<file path="config.mk">
export PLATFORM = sky130hd
export DESIGN_NAME = cfd_diag_filter
export DESIGN_NICKNAME = d
export VERILOG_FILES = /design/src/core/cfd_pkg.sv /design/src/core/cfd_diag_filter.sv
export SDC_FILE = /design/constraint.sdc
export NUM_CORES = 1
export LEC_CHECK = 0
export BUFFER_PORTS_ARGS = -buffer_cell sky130_fd_sc_hd__buf_4
export CAP_MARGIN = 20
export CORE_ASPECT_RATIO = 1.75
export CORE_UTILIZATION = 42
export CTS_CLUSTER_SIZE = 16
export DETAILED_ROUTE_END_ITERATION = 8
export HOLD_SLACK_MARGIN = 0.15
export PLACE_DENSITY = 0.69
export SYNTH_ARGS = -nofsm -noshare
export SYNTH_HDL_FRONTEND = slang
export SYNTH_SLANG_ARGS = --single-unit
</file>
<file path="constraint.sdc">
create_clock -name mclk -period 3 [get_ports mclk]
set_input_delay 0.6 -clock mclk [delete_from_list [all_inputs] [get_ports mclk]]
set_output_delay 0.6 -clock mclk [all_outputs]
set_load 0.005 [all_outputs]
</file>
<file path="src/core/cfd_pkg.sv">
// Purpose: Shared constants and carriers for the bus diagnostics and filter map
// Assumes: 32-bit register port, one aligned word per register
// Notes: Flag positions are bit numbers of the diagnostics word
package cfd_pkg;
    localparam int ADDR_W = 8;
    localparam logic [7:0] OFS_DIAG = 8'h00;
    localparam logic [7:0] OFS_FLT0 = 8'h04;
    localparam logic [7:0] OFS_FLT1 = 8'h08;
    localparam logic [31:0] DIAG_RESET = 32'h0000_0000;
    localparam logic [31:0] FLT_RESET = 32'h0000_0000;
    localparam int POS_LEN_MISMATCH = 31;
    localparam int POS_ESI = 30;
    localparam int POS_DATA_CRC = 29;
    localparam int POS_DATA_STUFF = 28;
    localparam int POS_DATA_FORM = 27;
    localparam int POS_DATA_REC = 25;
    localparam int POS_DATA_DOM = 24;
    localparam int POS_TX_BUSOFF = 23;
    localparam int POS_NOM_CRC = 21;
    localparam int POS_NOM_STUFF = 20;
    localparam int POS_NOM_FORM = 19;
    localparam int POS_ACK = 18;
    localparam int POS_NOM_REC = 17;
    localparam int POS_NOM_DOM = 16;
    localparam logic [15:0] FLAG_MASK = 16'hfbbf;
    localparam logic [15:0] CNT_MAX = 16'hffff;
    localparam logic [3:0] RECOV_RUN = 4'hb;
    localparam int FLT_PER_REG = 4;
    localparam int FLT_EN_POS = 7;
    localparam int PTR_W = 5;

    typedef struct packed {
        logic length_code_mismatch;
        logic esi_received;
        logic data_crc_fail;
        logic data_stuffing_fail;
        logic data_form_fail;
        logic tx_busoff_recovered;
        logic nominal_crc_fail;
        logic nominal_stuffing_fail;
        logic nominal_form_fail;
        logic ack_missing;
        logic clean_message;
    } cfd_evt_t;

    typedef struct packed {
        logic bit_valid;
        logic tx_active;
        logic arbitration;
        logic data_phase;
        logic driven_level;
        logic sampled_level;
        logic busoff_recovery;
    } cfd_bit_t;
endpackage

</file>
<file path="src/core/cfd_diag_filter.sv">
// Purpose: Bus diagnostics status word and filter control map
// Assumes: Event and bit-observation inputs come from logic on mclk
// Notes: Level 1 is recessive on both driven and sampled levels
//
// Local design decisions: the placing of the registers and the strobed register port.
`timescale 1ns/1ps

module cfd_diag_filter #(
    parameter int NUM_FLT = 8
) (
    input wire logic mclk,
    input wire logic sys_rst,
    input wire logic [cfd_pkg::ADDR_W-1:0] reg_addr,
    input wire logic [31:0] reg_wdata,
    input wire logic reg_wr,
    input wire logic reg_rd,
    output logic [31:0] reg_rdata,
    input wire cfd_pkg::cfd_bit_t bit_obs,
    input wire cfd_pkg::cfd_evt_t err_evt,
    output logic [NUM_FLT-1:0] filter_accept_enable,
    output logic [NUM_FLT-1:0][cfd_pkg::PTR_W-1:0] filter_target_object
);
    logic [15:0] flags_reg;
    logic [15:0] flags_next;
    logic [15:0] set_vec;
    logic [15:0] cnt_reg;
    logic [15:0] cnt_next;
    logic [3:0] run_reg;
    logic [3:0] run_next;
    logic [NUM_FLT-1:0] en_reg;
    logic [NUM_FLT-1:0][cfd_pkg::PTR_W-1:0] ptr_reg;
    logic [31:0] rdata_next;
    logic [31:0] diag_word;
    logic [31:0] flt_word [0:1];
    logic dom_miss;
    logic rec_miss;
    logic recov_hit;
    logic diag_access;

    assign diag_access = (reg_rd | reg_wr) && reg_addr == cfd_pkg::OFS_DIAG;

    // Bit monitor: driven level against sampled level
    assign dom_miss = bit_obs.bit_valid & bit_obs.tx_active
        & ~bit_obs.driven_level & bit_obs.sampled_level;
    assign rec_miss = bit_obs.bit_valid & bit_obs.tx_active & ~bit_obs.arbitration
        & bit_obs.driven_level & ~bit_obs.sampled_level;

    // Recessive run during bus-off recovery
    always_comb begin
        run_next = run_reg;
        if (!bit_obs.busoff_recovery) begin
            run_next = 4'h0;
        end else if (bit_obs.bit_valid) begin
            if (!bit_obs.sampled_level) begin
                run_next = 4'h0;
            end else if (run_reg == cfd_pkg::RECOV_RUN - 4'h1) begin
                run_next = 4'h0;
            end else begin
                run_next = run_reg + 4'h1;
            end
        end
    end

    assign recov_hit = bit_obs.busoff_recovery & bit_obs.bit_valid & bit_obs.sampled_level
        & (run_reg == cfd_pkg::RECOV_RUN - 4'h1);

    always_ff @(posedge mclk) begin
        if (sys_rst) begin
            run_reg <= 4'h0;
        end else begin
            run_reg <= run_next;
        end
    end

    // Flag set vector, aligned to bits 31..16
    always_comb begin
        set_vec = 16'h0000;
        set_vec[cfd_pkg::POS_LEN_MISMATCH-16] = err_evt.length_code_mismatch;
        set_vec[cfd_pkg::POS_ESI-16] = err_evt.esi_received;
        set_vec[cfd_pkg::POS_DATA_CRC-16] = err_evt.data_crc_fail;
        set_vec[cfd_pkg::POS_DATA_STUFF-16] = err_evt.data_stuffing_fail;
        set_vec[cfd_pkg::POS_DATA_FORM-16] = err_evt.data_form_fail;
        set_vec[cfd_pkg::POS_DATA_REC-16] = rec_miss & bit_obs.data_phase;
        set_vec[cfd_pkg::POS_DATA_DOM-16] = (dom_miss & bit_obs.data_phase) | recov_hit;
        set_vec[cfd_pkg::POS_TX_BUSOFF-16] = err_evt.tx_busoff_recovered;
        set_vec[cfd_pkg::POS_NOM_CRC-16] = err_evt.nominal_crc_fail;
        set_vec[cfd_pkg::POS_NOM_STUFF-16] = err_evt.nominal_stuffing_fail;
        set_vec[cfd_pkg::POS_NOM_FORM-16] = err_evt.nominal_form_fail;
        set_vec[cfd_pkg::POS_ACK-16] = err_evt.ack_missing;
        set_vec[cfd_pkg::POS_NOM_REC-16] = rec_miss & ~bit_obs.data_phase;
        set_vec[cfd_pkg::POS_NOM_DOM-16] = (dom_miss & ~bit_obs.data_phase) | recov_hit;
    end

    // Sticky flags; a set in the clearing cycle survives
    always_comb begin
        flags_next = diag_access ? 16'h0000 : flags_reg;
        flags_next = (flags_next | set_vec) & cfd_pkg::FLAG_MASK;
    end

    always_ff @(posedge mclk) begin
        if (sys_rst) begin
            flags_reg <= cfd_pkg::DIAG_RESET[31:16];
        end else begin
            flags_reg <= flags_next;
        end
    end

    // Clean message counter, saturating at full scale
    always_comb begin
        cnt_next = diag_access ? 16'h0000 : cnt_reg;
        if (err_evt.clean_message && cnt_next != cfd_pkg::CNT_MAX) begin
            cnt_next = cnt_next + 16'h0001;
        end
    end

    always_ff @(posedge mclk) begin
        if (sys_rst) begin
            cnt_reg <= cfd_pkg::DIAG_RESET[15:0];
        end else begin
            cnt_reg <= cnt_next;
        end
    end

    // Filter lanes: enable always writable, pointer only while disabled
    always_ff @(posedge mclk) begin
        if (sys_rst) begin
            en_reg <= '0;
            ptr_reg <= '0;
        end else if (reg_wr) begin
            for (int i = 0; i < NUM_FLT; i++) begin
                if (reg_addr == (i < cfd_pkg::FLT_PER_REG ? cfd_pkg::OFS_FLT0
                        : cfd_pkg::OFS_FLT1)) begin
                    en_reg[i] <= reg_wdata[8*(i%4)+cfd_pkg::FLT_EN_POS];
                    if (!en_reg[i]) begin
                        ptr_reg[i] <= reg_wdata[8*(i%4) +: cfd_pkg::PTR_W];
                    end
                end
            end
        end
    end

    assign filter_accept_enable = en_reg;
    assign filter_target_object = ptr_reg;

    // Read mux; reserved bits fixed at zero
    always_comb begin
        diag_word = {flags_reg & cfd_pkg::FLAG_MASK, cnt_reg};
        flt_word[0] = 32'h0000_0000;
        flt_word[1] = 32'h0000_0000;
        for (int i = 0; i < NUM_FLT; i++) begin
            flt_word[i/4][8*(i%4)+cfd_pkg::FLT_EN_POS] = en_reg[i];
            flt_word[i/4][8*(i%4) +: cfd_pkg::PTR_W] = ptr_reg[i];
        end
        unique case (reg_addr)
            cfd_pkg::OFS_DIAG: rdata_next = diag_word;
            cfd_pkg::OFS_FLT0: rdata_next = flt_word[0];
            cfd_pkg::OFS_FLT1: rdata_next = flt_word[1];
            default: rdata_next = 32'h0000_0000;
        endcase
    end

    always_ff @(posedge mclk) begin
        if (sys_rst) begin
            reg_rdata <= 32'h0000_0000;
        end else if (reg_rd) begin
            reg_rdata <= rdata_next;
        end
    end
endmodule

</file>
# Word level (Yosys, flattened, before mapping)
# Cells that the tools add are included.
[word_totals]
inputBits = 62
word_cells = 71
register_bits = 116
[op_classes]
mux = 6
eq_ne = 4
n_addsub = 2
reduce_logical = 14
bitwise_logic = 30
[op_table]
columns = ["cell", "count"]
rows = [
  ["$pmux W32 S3", 1],
  ["$mux W16", 3],
  ["$reduce_and A3 Y1", 8],
  ["$add A16 B1 Y16 const B", 1],
  ["$ne A16 B16 Y1 const B", 1],
  ["$or A16 B16 Y16", 1],
  ["$and A1 B1 Y1", 13],
  ["$not A1 Y1", 13],
  ["$eq A8 B3 Y1 const B", 1],
  ["$eq A8 B4 Y1 const B", 1],
  ["$logic_not A8 Y1", 1],
  ["$mux W4", 2],
  ["$add A4 B1 Y4 const B", 1],
  ["$eq A4 B4 Y1 const B", 1],
  ["$reduce_and A2 Y1", 2],
  ["$or A1 B1 Y1", 3],
  ["$logic_and A1 B1 Y1", 2],
  ["$reduce_or A2 Y1", 1],
]

# Longest topological paths before layout
# Gate-level depths: netlist of run 1.
[depth]
depth_word = 6
mapped_depth = 11

# Worst setup path before layout of run 1
# Ideal clock, no wire load.
[synth_path]
path_type = "input port to flip-flop"
from = "input port reg_rd"
to = "register cnt_reg[9]"
arrival_ps = 3049
stages = 11
setup_ps = 121
n_path_buf = 2
path_slack_ps = -170
path_cell_list = "clkbuf_1 -> or2_2 -> nand4_1 -> clkbuf_1 -> nand2_1 -> inv_1 -> ha_1 -> nand3_1 -> nor4_1 -> nor4b_1 -> mux2_2"
[synth_between]
elab_chain_cells = 6
elab_cells_between_ends = 7
cone_classes = "1 x add/sub; 1 x eq/ne; 2 x mux; 1 x bitwise; 2 x reduce/logical"
[synth_lines]
columns = ["element", "line", "rtl"]
rows = [
  ["start: declaration", "cfd_diag_filter.sv:16", "input wire logic reg_rd,"],
  ["$or A1 B1 Y1 (*)", "cfd_diag_filter.sv:40", "assign diag_access = (reg_rd | reg_wr) && reg_addr == cfd_pkg::OFS_DIAG;"],
  ["$logic_and A1 B1 Y1 (*)", "cfd_diag_filter.sv:40", ""],
  ["$mux W16 (*)", "cfd_diag_filter.sv:110", "cnt_next = diag_access ? 16'h0000 : cnt_reg;"],
  ["branches (longest 2 deep; another with $add A16 B1 Y16)", "--", ""],
  ["$mux W16 (*)", "cfd_diag_filter.sv:111", "if (err_evt.clean_message && cnt_next != cfd_pkg::CNT_MAX) begin"],
  ["end signal: assignment", "cfd_diag_filter.sv:118", "cnt_reg <= cfd_pkg::DIAG_RESET[15:0];"],
  ["end signal: assignment", "cfd_diag_filter.sv:120", "cnt_reg <= cnt_next;"],
  ["end: declaration", "cfd_diag_filter.sv:26", "logic [15:0] cnt_reg;"],
]
# Every way passes the cells marked *.
# A chain may end at the register's enable or synchronous reset.

# Worst setup path in the final report of run 1
[layout_path]
from = "input port reg_addr[1] (netlist bit)"
to = "register cnt_reg[15]"
[layout_between]
elab_chain_cells = 6
elab_cells_between_ends = 7
cone_classes = "1 x add/sub; 1 x eq/ne; 2 x mux; 3 x reduce/logical"
[layout_lines]
columns = ["element", "line", "rtl"]
rows = [
  ["start: declaration", "cfd_diag_filter.sv:13", "input wire logic [cfd_pkg::ADDR_W-1:0] reg_addr,"],
  ["$logic_not A8 Y1 (*)", "cfd_diag_filter.sv:40", ""],
  ["$logic_and A1 B1 Y1 (*)", "cfd_diag_filter.sv:40", ""],
  ["$mux W16 (*)", "cfd_diag_filter.sv:110", ""],
  ["branches (longest 2 deep; another with $add A16 B1 Y16)", "--", ""],
  ["$mux W16 (*)", "cfd_diag_filter.sv:111", ""],
]
# Marks and branches as above.

==> results of run 1 <==
critical path, stage by stage:
cell and delay, ps:
buf_4 110, nor4_1 420, nand4_1 180, nand2_1 120
inv_1 50, ha_1 220, nand3_1 170, nor4_2 80
buf_4 170, nor4_1 330, mux2i_1 220
through the flow:
stage	setup WS, ps	utilization	std cells	cell area (µm²)	total power, µW
2_1_floorplan	63.61	-	567	5164	1660
3_3_place_gp	304.9	0.5219	833	6265	1748
3_5_place_dp	261.2	0.5219	833	6265	1753
4_1_cts	678.1	0.5724	864	6870	3785
5_1_grt	427.0	0.5724	864	6870	3871
6_report	662.9	0.5724	864	6870	3770
power by group through the flow:
stage / logic [µW] / registers (µW) / clock network (µW)
2_1_floorplan: 106 / 1550 / 0
3_3_place_gp: 190 / 1560 / 0
3_5_place_dp: 195 / 1560 / 0
4_1_cts: 195 / 1530 / 2060
5_1_grt: 211 / 1530 / 2130
6_report: 196 / 1530 / 2050
placed cells by master, fill, tap and decap left out, drive strengths merged, types with 6 or more instances in the layout:
| cell | count |
|---|---|
| o2bb2ai | 23 |
| nand4 | 10 |
| or4 | 6 |
| nand3 | 15 |
| a22oi | 25 |
| a21oi | 56 |
| nand2b | 7 |
| nor4 | 12 |
| nand3b | 22 |
| inv | 7 |
| buf | 146 |
| o21ai | 22 |
| nor2 | 65 |
| nand2 | 37 |
| clkbuf | 22 |
| mux2i | 51 |
| dfxtp | 113 |
cells by family (layout without fill, tap and decap cells):
| group | count (synthesis) | after routing | share of synthesized area |
|---|---|---|---|
| AND/OR/NAND/NOR | 199 | 199 | 0.2166 |
| AO/OA/AOI/OAI | 143 | 143 | 0.1832 |
| flip-flops | 113 | 113 | 0.4386 |
| multiplexers | 54 | 54 | 0.1055 |
| buffers and inverters | 52 | 184 | 0.04464 |
| adder cells (fa/ha/maj) | 3 | 3 | 0.007279 |
| XOR/XNOR | 2 | 2 | 0.003397 |
| other | 1 | 1 | 0.0007271 |
final timing paths:
path / start / endpoint / slack (ps) / cells after the start
max reg2reg: cnt_reg[0] / cnt_reg[14] / 1090 / 7
min: err_evt[6] / flags_reg[11] / 390 / 3
min reg2reg: reg_rdata[26] / reg_rdata[26] / 470 / 2
max: reg_addr[1] / cnt_reg[15] / 660 / 11
synthesized netlist by cell type (all sizes together) (4+ instances only):
master   instances  area share
a21oi           56       0.054
a31oi            4      0.0049
nand3b          22       0.032
clkbuf          30       0.022
nand2           37       0.027
buf             15       0.018
o31ai            4      0.0058
dfxtp          113        0.44
mux2i           51       0.099
inv              7      0.0051
nand4           10       0.012
nor2            65       0.047
nor4            12       0.030
nand2b           7      0.0085
a22oi           25       0.036
o2bb2ai         23       0.039
nor3b            4      0.0058
or4              6       0.010
and3             4      0.0049
nand3           15       0.015
o21ai           22       0.024
routing by layer:
metal / up-vias / track usage / share of wire
met5: - / 0 / 0
met4: 0 / 0.1342 / 0.039
met3: 40 / 0.04606 / 0.051
met2: 164 / 0.4480 / 0.54
met1: 2296 / 0.2516 / 0.37
li1: 2302 / - / -
area by class of cell:
cell class | instances | area (µm²)
Fill cell | 1066 | 5132
Multi-Input combinational cell | 402 | 2674
Sequential cell | 113 | 2262
Timing Repair Buffer | 146 | 1096
Clock buffer | 22 | 474.2
Tap cell | 165 | 206.4
Clock inverter | 9 | 131.4
Inverter | 7 | 26.28
==> impl_metrics.toml, run 1 <==
[outcome]
status = "completed"

[floorplan]
fp.dieH_um = 148.6
io_pins = 142
core-area_mm2 = 0.01200
dieArea_mm2 = 0.01274
die_w_um = 85.77
start_util = 0.4297
rows = 53

[pwr]
p_sw_uw = 807.8
p_int_uw = 2962
switching_share = 0.2143
ir_drop_mv = 0.4363
power_frac_clock = 0.543
p_per_area_mw_per_mm2 = 548.7
leakagePower_uw = 0.002684
p_seq_frac = 0.405
comb_power_share = 0.052

[clock_tree]
cts_tree = "done"
clockBufferDepth = 2
postCtsSetupRepairBufs = 0
cts_max_level = 4
clk_pin_slew_ps = 50
cts-buffers-inserted = 17
worstSkewPairLatency_ps = 410
cts.sinks = 113
hold_buffers = 0
cts_root_buffer = "clkbuf_16"
cts-resized-gates = 0

[sta]
grt_setup_unrepaired = "no"
fin_hold_ws_ps = 393.8
tightestPinTransition_ps = 850.3
skew_ps = 6.461
slew_headroom = 0.4257
finalCriticalPeriod_ps = 2337
slew_violations = 0
tns_ps = 0
timing.fmax_mhz = 427.9
hold_viol_final = 0
period_share = 0.7790
setup_viol = 0

[yosys]
ys_ff_latch = 113
ys.flop_type = "dfxtp_1"
synth_edf_count = 0
yosysWarnings = 0
synthCells = 567
async_flop_share = 0
synth_area_per_cell_um2 = 9.096
synth_nets = 632
synth-seq-area-share = 0.4386
ys_types = 50
synth_area_mm2 = 0.005157

[detailed_routing]
drt_first_pass_iters = 5
routed_via_density = 5.558
wl_mm = 15.10
drtIter0Drc = 311
vias = 4802
final_antenna_net_count = 0
wl_per_cell_um = 17.48
drcViolationCount = 0

[finish]
area_delta_synth_final_pct = 33.21
final_nets = 752
n_antenna_cell = 0
largest_reg_flops = 40
drive_gt1_frac = 0.2790

[global_route]
grt_pass1_vias = 4857
grt_use_total = 0.2422
gr-total-overflow = 0
grt_pass1_wl_mm = 23.85
grt_start_max_net_pins = 58
antenna_found_initial = 0

[setup_path]
critPathMaxFanout = 6
worstSetupStartpointType = "input pin"
cp.required_ps = 3340
critPathArrivalTime_ps = 2670
critical_path_class = "in2reg"
end_kind = "flop"

[min_path]
min_path_type = "in2reg"

[place]
place_hpwl_mm = 10.62
numPortBuffers = 132
gp_congestion = 0.8587

[job]
drv_cap = 0
Note: power is estimated with default switching activity, not from simulation.
==> run 2, diff against run 1 <==
PLACE_DENSITY = 0.66   (was 0.69)
clock period = 2.3 ns   (was 3 ns; I/O delays follow)
==> run 2 against run 1 <==
Non-clock buffer count grew 20. Sequential share of layout area shrank 1.1 points. Final cell count rose by 2.4%. First-iteration DRC count decreased by 35%. Clock power grew 24%. Global-route usage is 0.94 points higher. Die area stayed put. Final area increased by 3.6%. Largest cell class unchanged. Clock skew about the same. Critical path depth fell by 1.
==> impl_metrics.toml, run 2 (synthesis gave the netlist of run 1 again) <==
[pwr]
comb_power_share = 0.059
leakagePower_uw = 0.002796
switching_share = 0.2297
p_per_area_mw_per_mm2 = 678.4
p_int_uw = 3719
p_seq_frac = 0.412
power_frac_clock = 0.529
p_sw_uw = 1109
ir_drop_mv = 0.5014

[clock_tree]
cts_tree = "done"
cts_max_level = 4
cts-buffers-inserted = 17
cts.sinks = 113
hold_buffers = 0
postCtsSetupRepairBufs = 0
cts_root_buffer = "clkbuf_16"
worstSkewPairLatency_ps = 410
clockBufferDepth = 2
cts-resized-gates = 0
clk_pin_slew_ps = 60

[floorplan]
rows = 53
core-area_mm2 = 0.01200
fp.dieH_um = 148.6
dieArea_mm2 = 0.01274
die_w_um = 85.77
io_pins = 142
start_util = 0.4297

[sta]
setup_viol = 0
setup_slack_ps = 305.9
slew_headroom = 0.2987
finalCriticalPeriod_ps = 1994
timing.fmax_mhz = 501.5
tns_ps = 0
grt_setup_unrepaired = "no"
fin_hold_ws_ps = 249.1
period_share = 0.8670
hold_viol_final = 0
skew_ps = 6.409
tightestPinTransition_ps = 1038
slew_violations = 0

[global_route]
grt_start_max_net_pins = 73
grt_use_total = 0.2516
gr-total-overflow = 0
grt_pass1_wl_mm = 24.38
grt_pass1_vias = 4886
antenna_found_initial = 0

[detailed_routing]
wl_mm = 15.83
final_antenna_net_count = 0
dr.max_layer_used = "met4"
drt_first_pass_iters = 4
wl_met2_mm = 8.853
drtIter0Drc = 203
drcViolationCount = 0
wl_met1_mm = 5.713
routed_via_density = 5.572
vias = 4931
met3_length_um = 680
wl_per_cell_um = 17.89

[setup_path]
r2r_cells = 7
critPathArrivalTime_ps = 2330
critical_path_class = "in2reg"
r2r_setup_slack_ps = 500
reg2reg_from = "cnt_reg[0]"
critPathMaxFanout = 5
worstSetupStartpointType = "input pin"
cp.required_ps = 2630
timing.rr.end = "cnt_reg[14]"
end_kind = "flop"

[place]
gp_congestion = 0.8700
placed_area_mm2 = 0.006534
place_ws_ps = -111.5
numPortBuffers = 132
place_hpwl_mm = 11.22

[finish]
largest_reg_flops = 40
multiInputGateArea_mm2 = 0.002743
area_delta_synth_final_pct = 37.97
mostFrequentLayoutCell = "buf_4"
fin_area_mm2 = 0.007116
fin_util = 0.5928
mostFrequentLayoutCells = "buf_4 (162), dfxtp_1 (113), nor2_1 (64)"
final_nets = 772
seqCellArea_mm2 = 0.002262
n_antenna_cell = 0
n_fill_cell = 1063
drive_gt1_frac = 0.3125

[min_path]
hold_depth = 3
min_from = "err_evt[2]"
holdPathEnd = "flags_reg[3]"
min_path_type = "in2reg"

[outcome]
status = "completed"

[job]
drv_cap = 0
==> run 2: power groups by stage <==
stage | Clock [µW] | Combinational, µW | Sequential, µW
after global placement | 0 | 276 | 2030
after CTS | 2590 | 282 | 1990
after floorplan | 0 | 145 | 2030
after global routing | 2680 | 304 | 1990
after detailed placement | 0 | 281 | 2030
final | 2550 | 283 | 1990
==> run 2: cell type report <==
class,instances,share of cell area
Clock inverter,13,0.01952
Tap cell,165,0.02901
Timing Repair Buffer,166,0.1822
Multi-Input combinational cell,402,0.3854
Sequential cell,113,0.3179
Clock buffer,19,0.06225
Inverter,7,0.003693
==> run 2: how the worst max path moves through the flow <==
stage / depth (start not counted) / end / slack (ps) / startpoint
after global placement: 9 / cnt_reg[11] / -90 / reg_addr[1]
after floorplan: 10 / cnt_reg[11] / -80 / reg_rd
after detailed placement: 10 / cnt_reg[7] / -110 / reg_addr[1]
after global routing: 9 / cnt_reg[11] / 180 / reg_addr[1]
after CTS: 10 / cnt_reg[7] / 310 / reg_addr[1]
final: 10 / cnt_reg[7] / 310 / reg_addr[1]
==> run 2: critical path, stage by stage <==
cell	delay [ps]
buf_4	120
nor4_2	340
and4_1	320
nor2_4	50
ha_4	170
nand3_4	100
nor4_4	60
buf_4	160
or4_1	400
a21oi_1	150
==> run 2: metrics by stage <==
step | instances | total power [µW]
after detailed placement | 853 | 2314
final | 885 | 4828
after global routing | 885 | 4980
after CTS | 885 | 4864
after global placement | 853 | 2308
after floorplan | 567 | 2173
==> run 2: routing by layer <==
layer,vias up,GRT usage
met5,-,0
met2,142,0.4824
met4,0,0.1300
li1,2351,-
met3,36,0.05660
met1,2402,0.2450
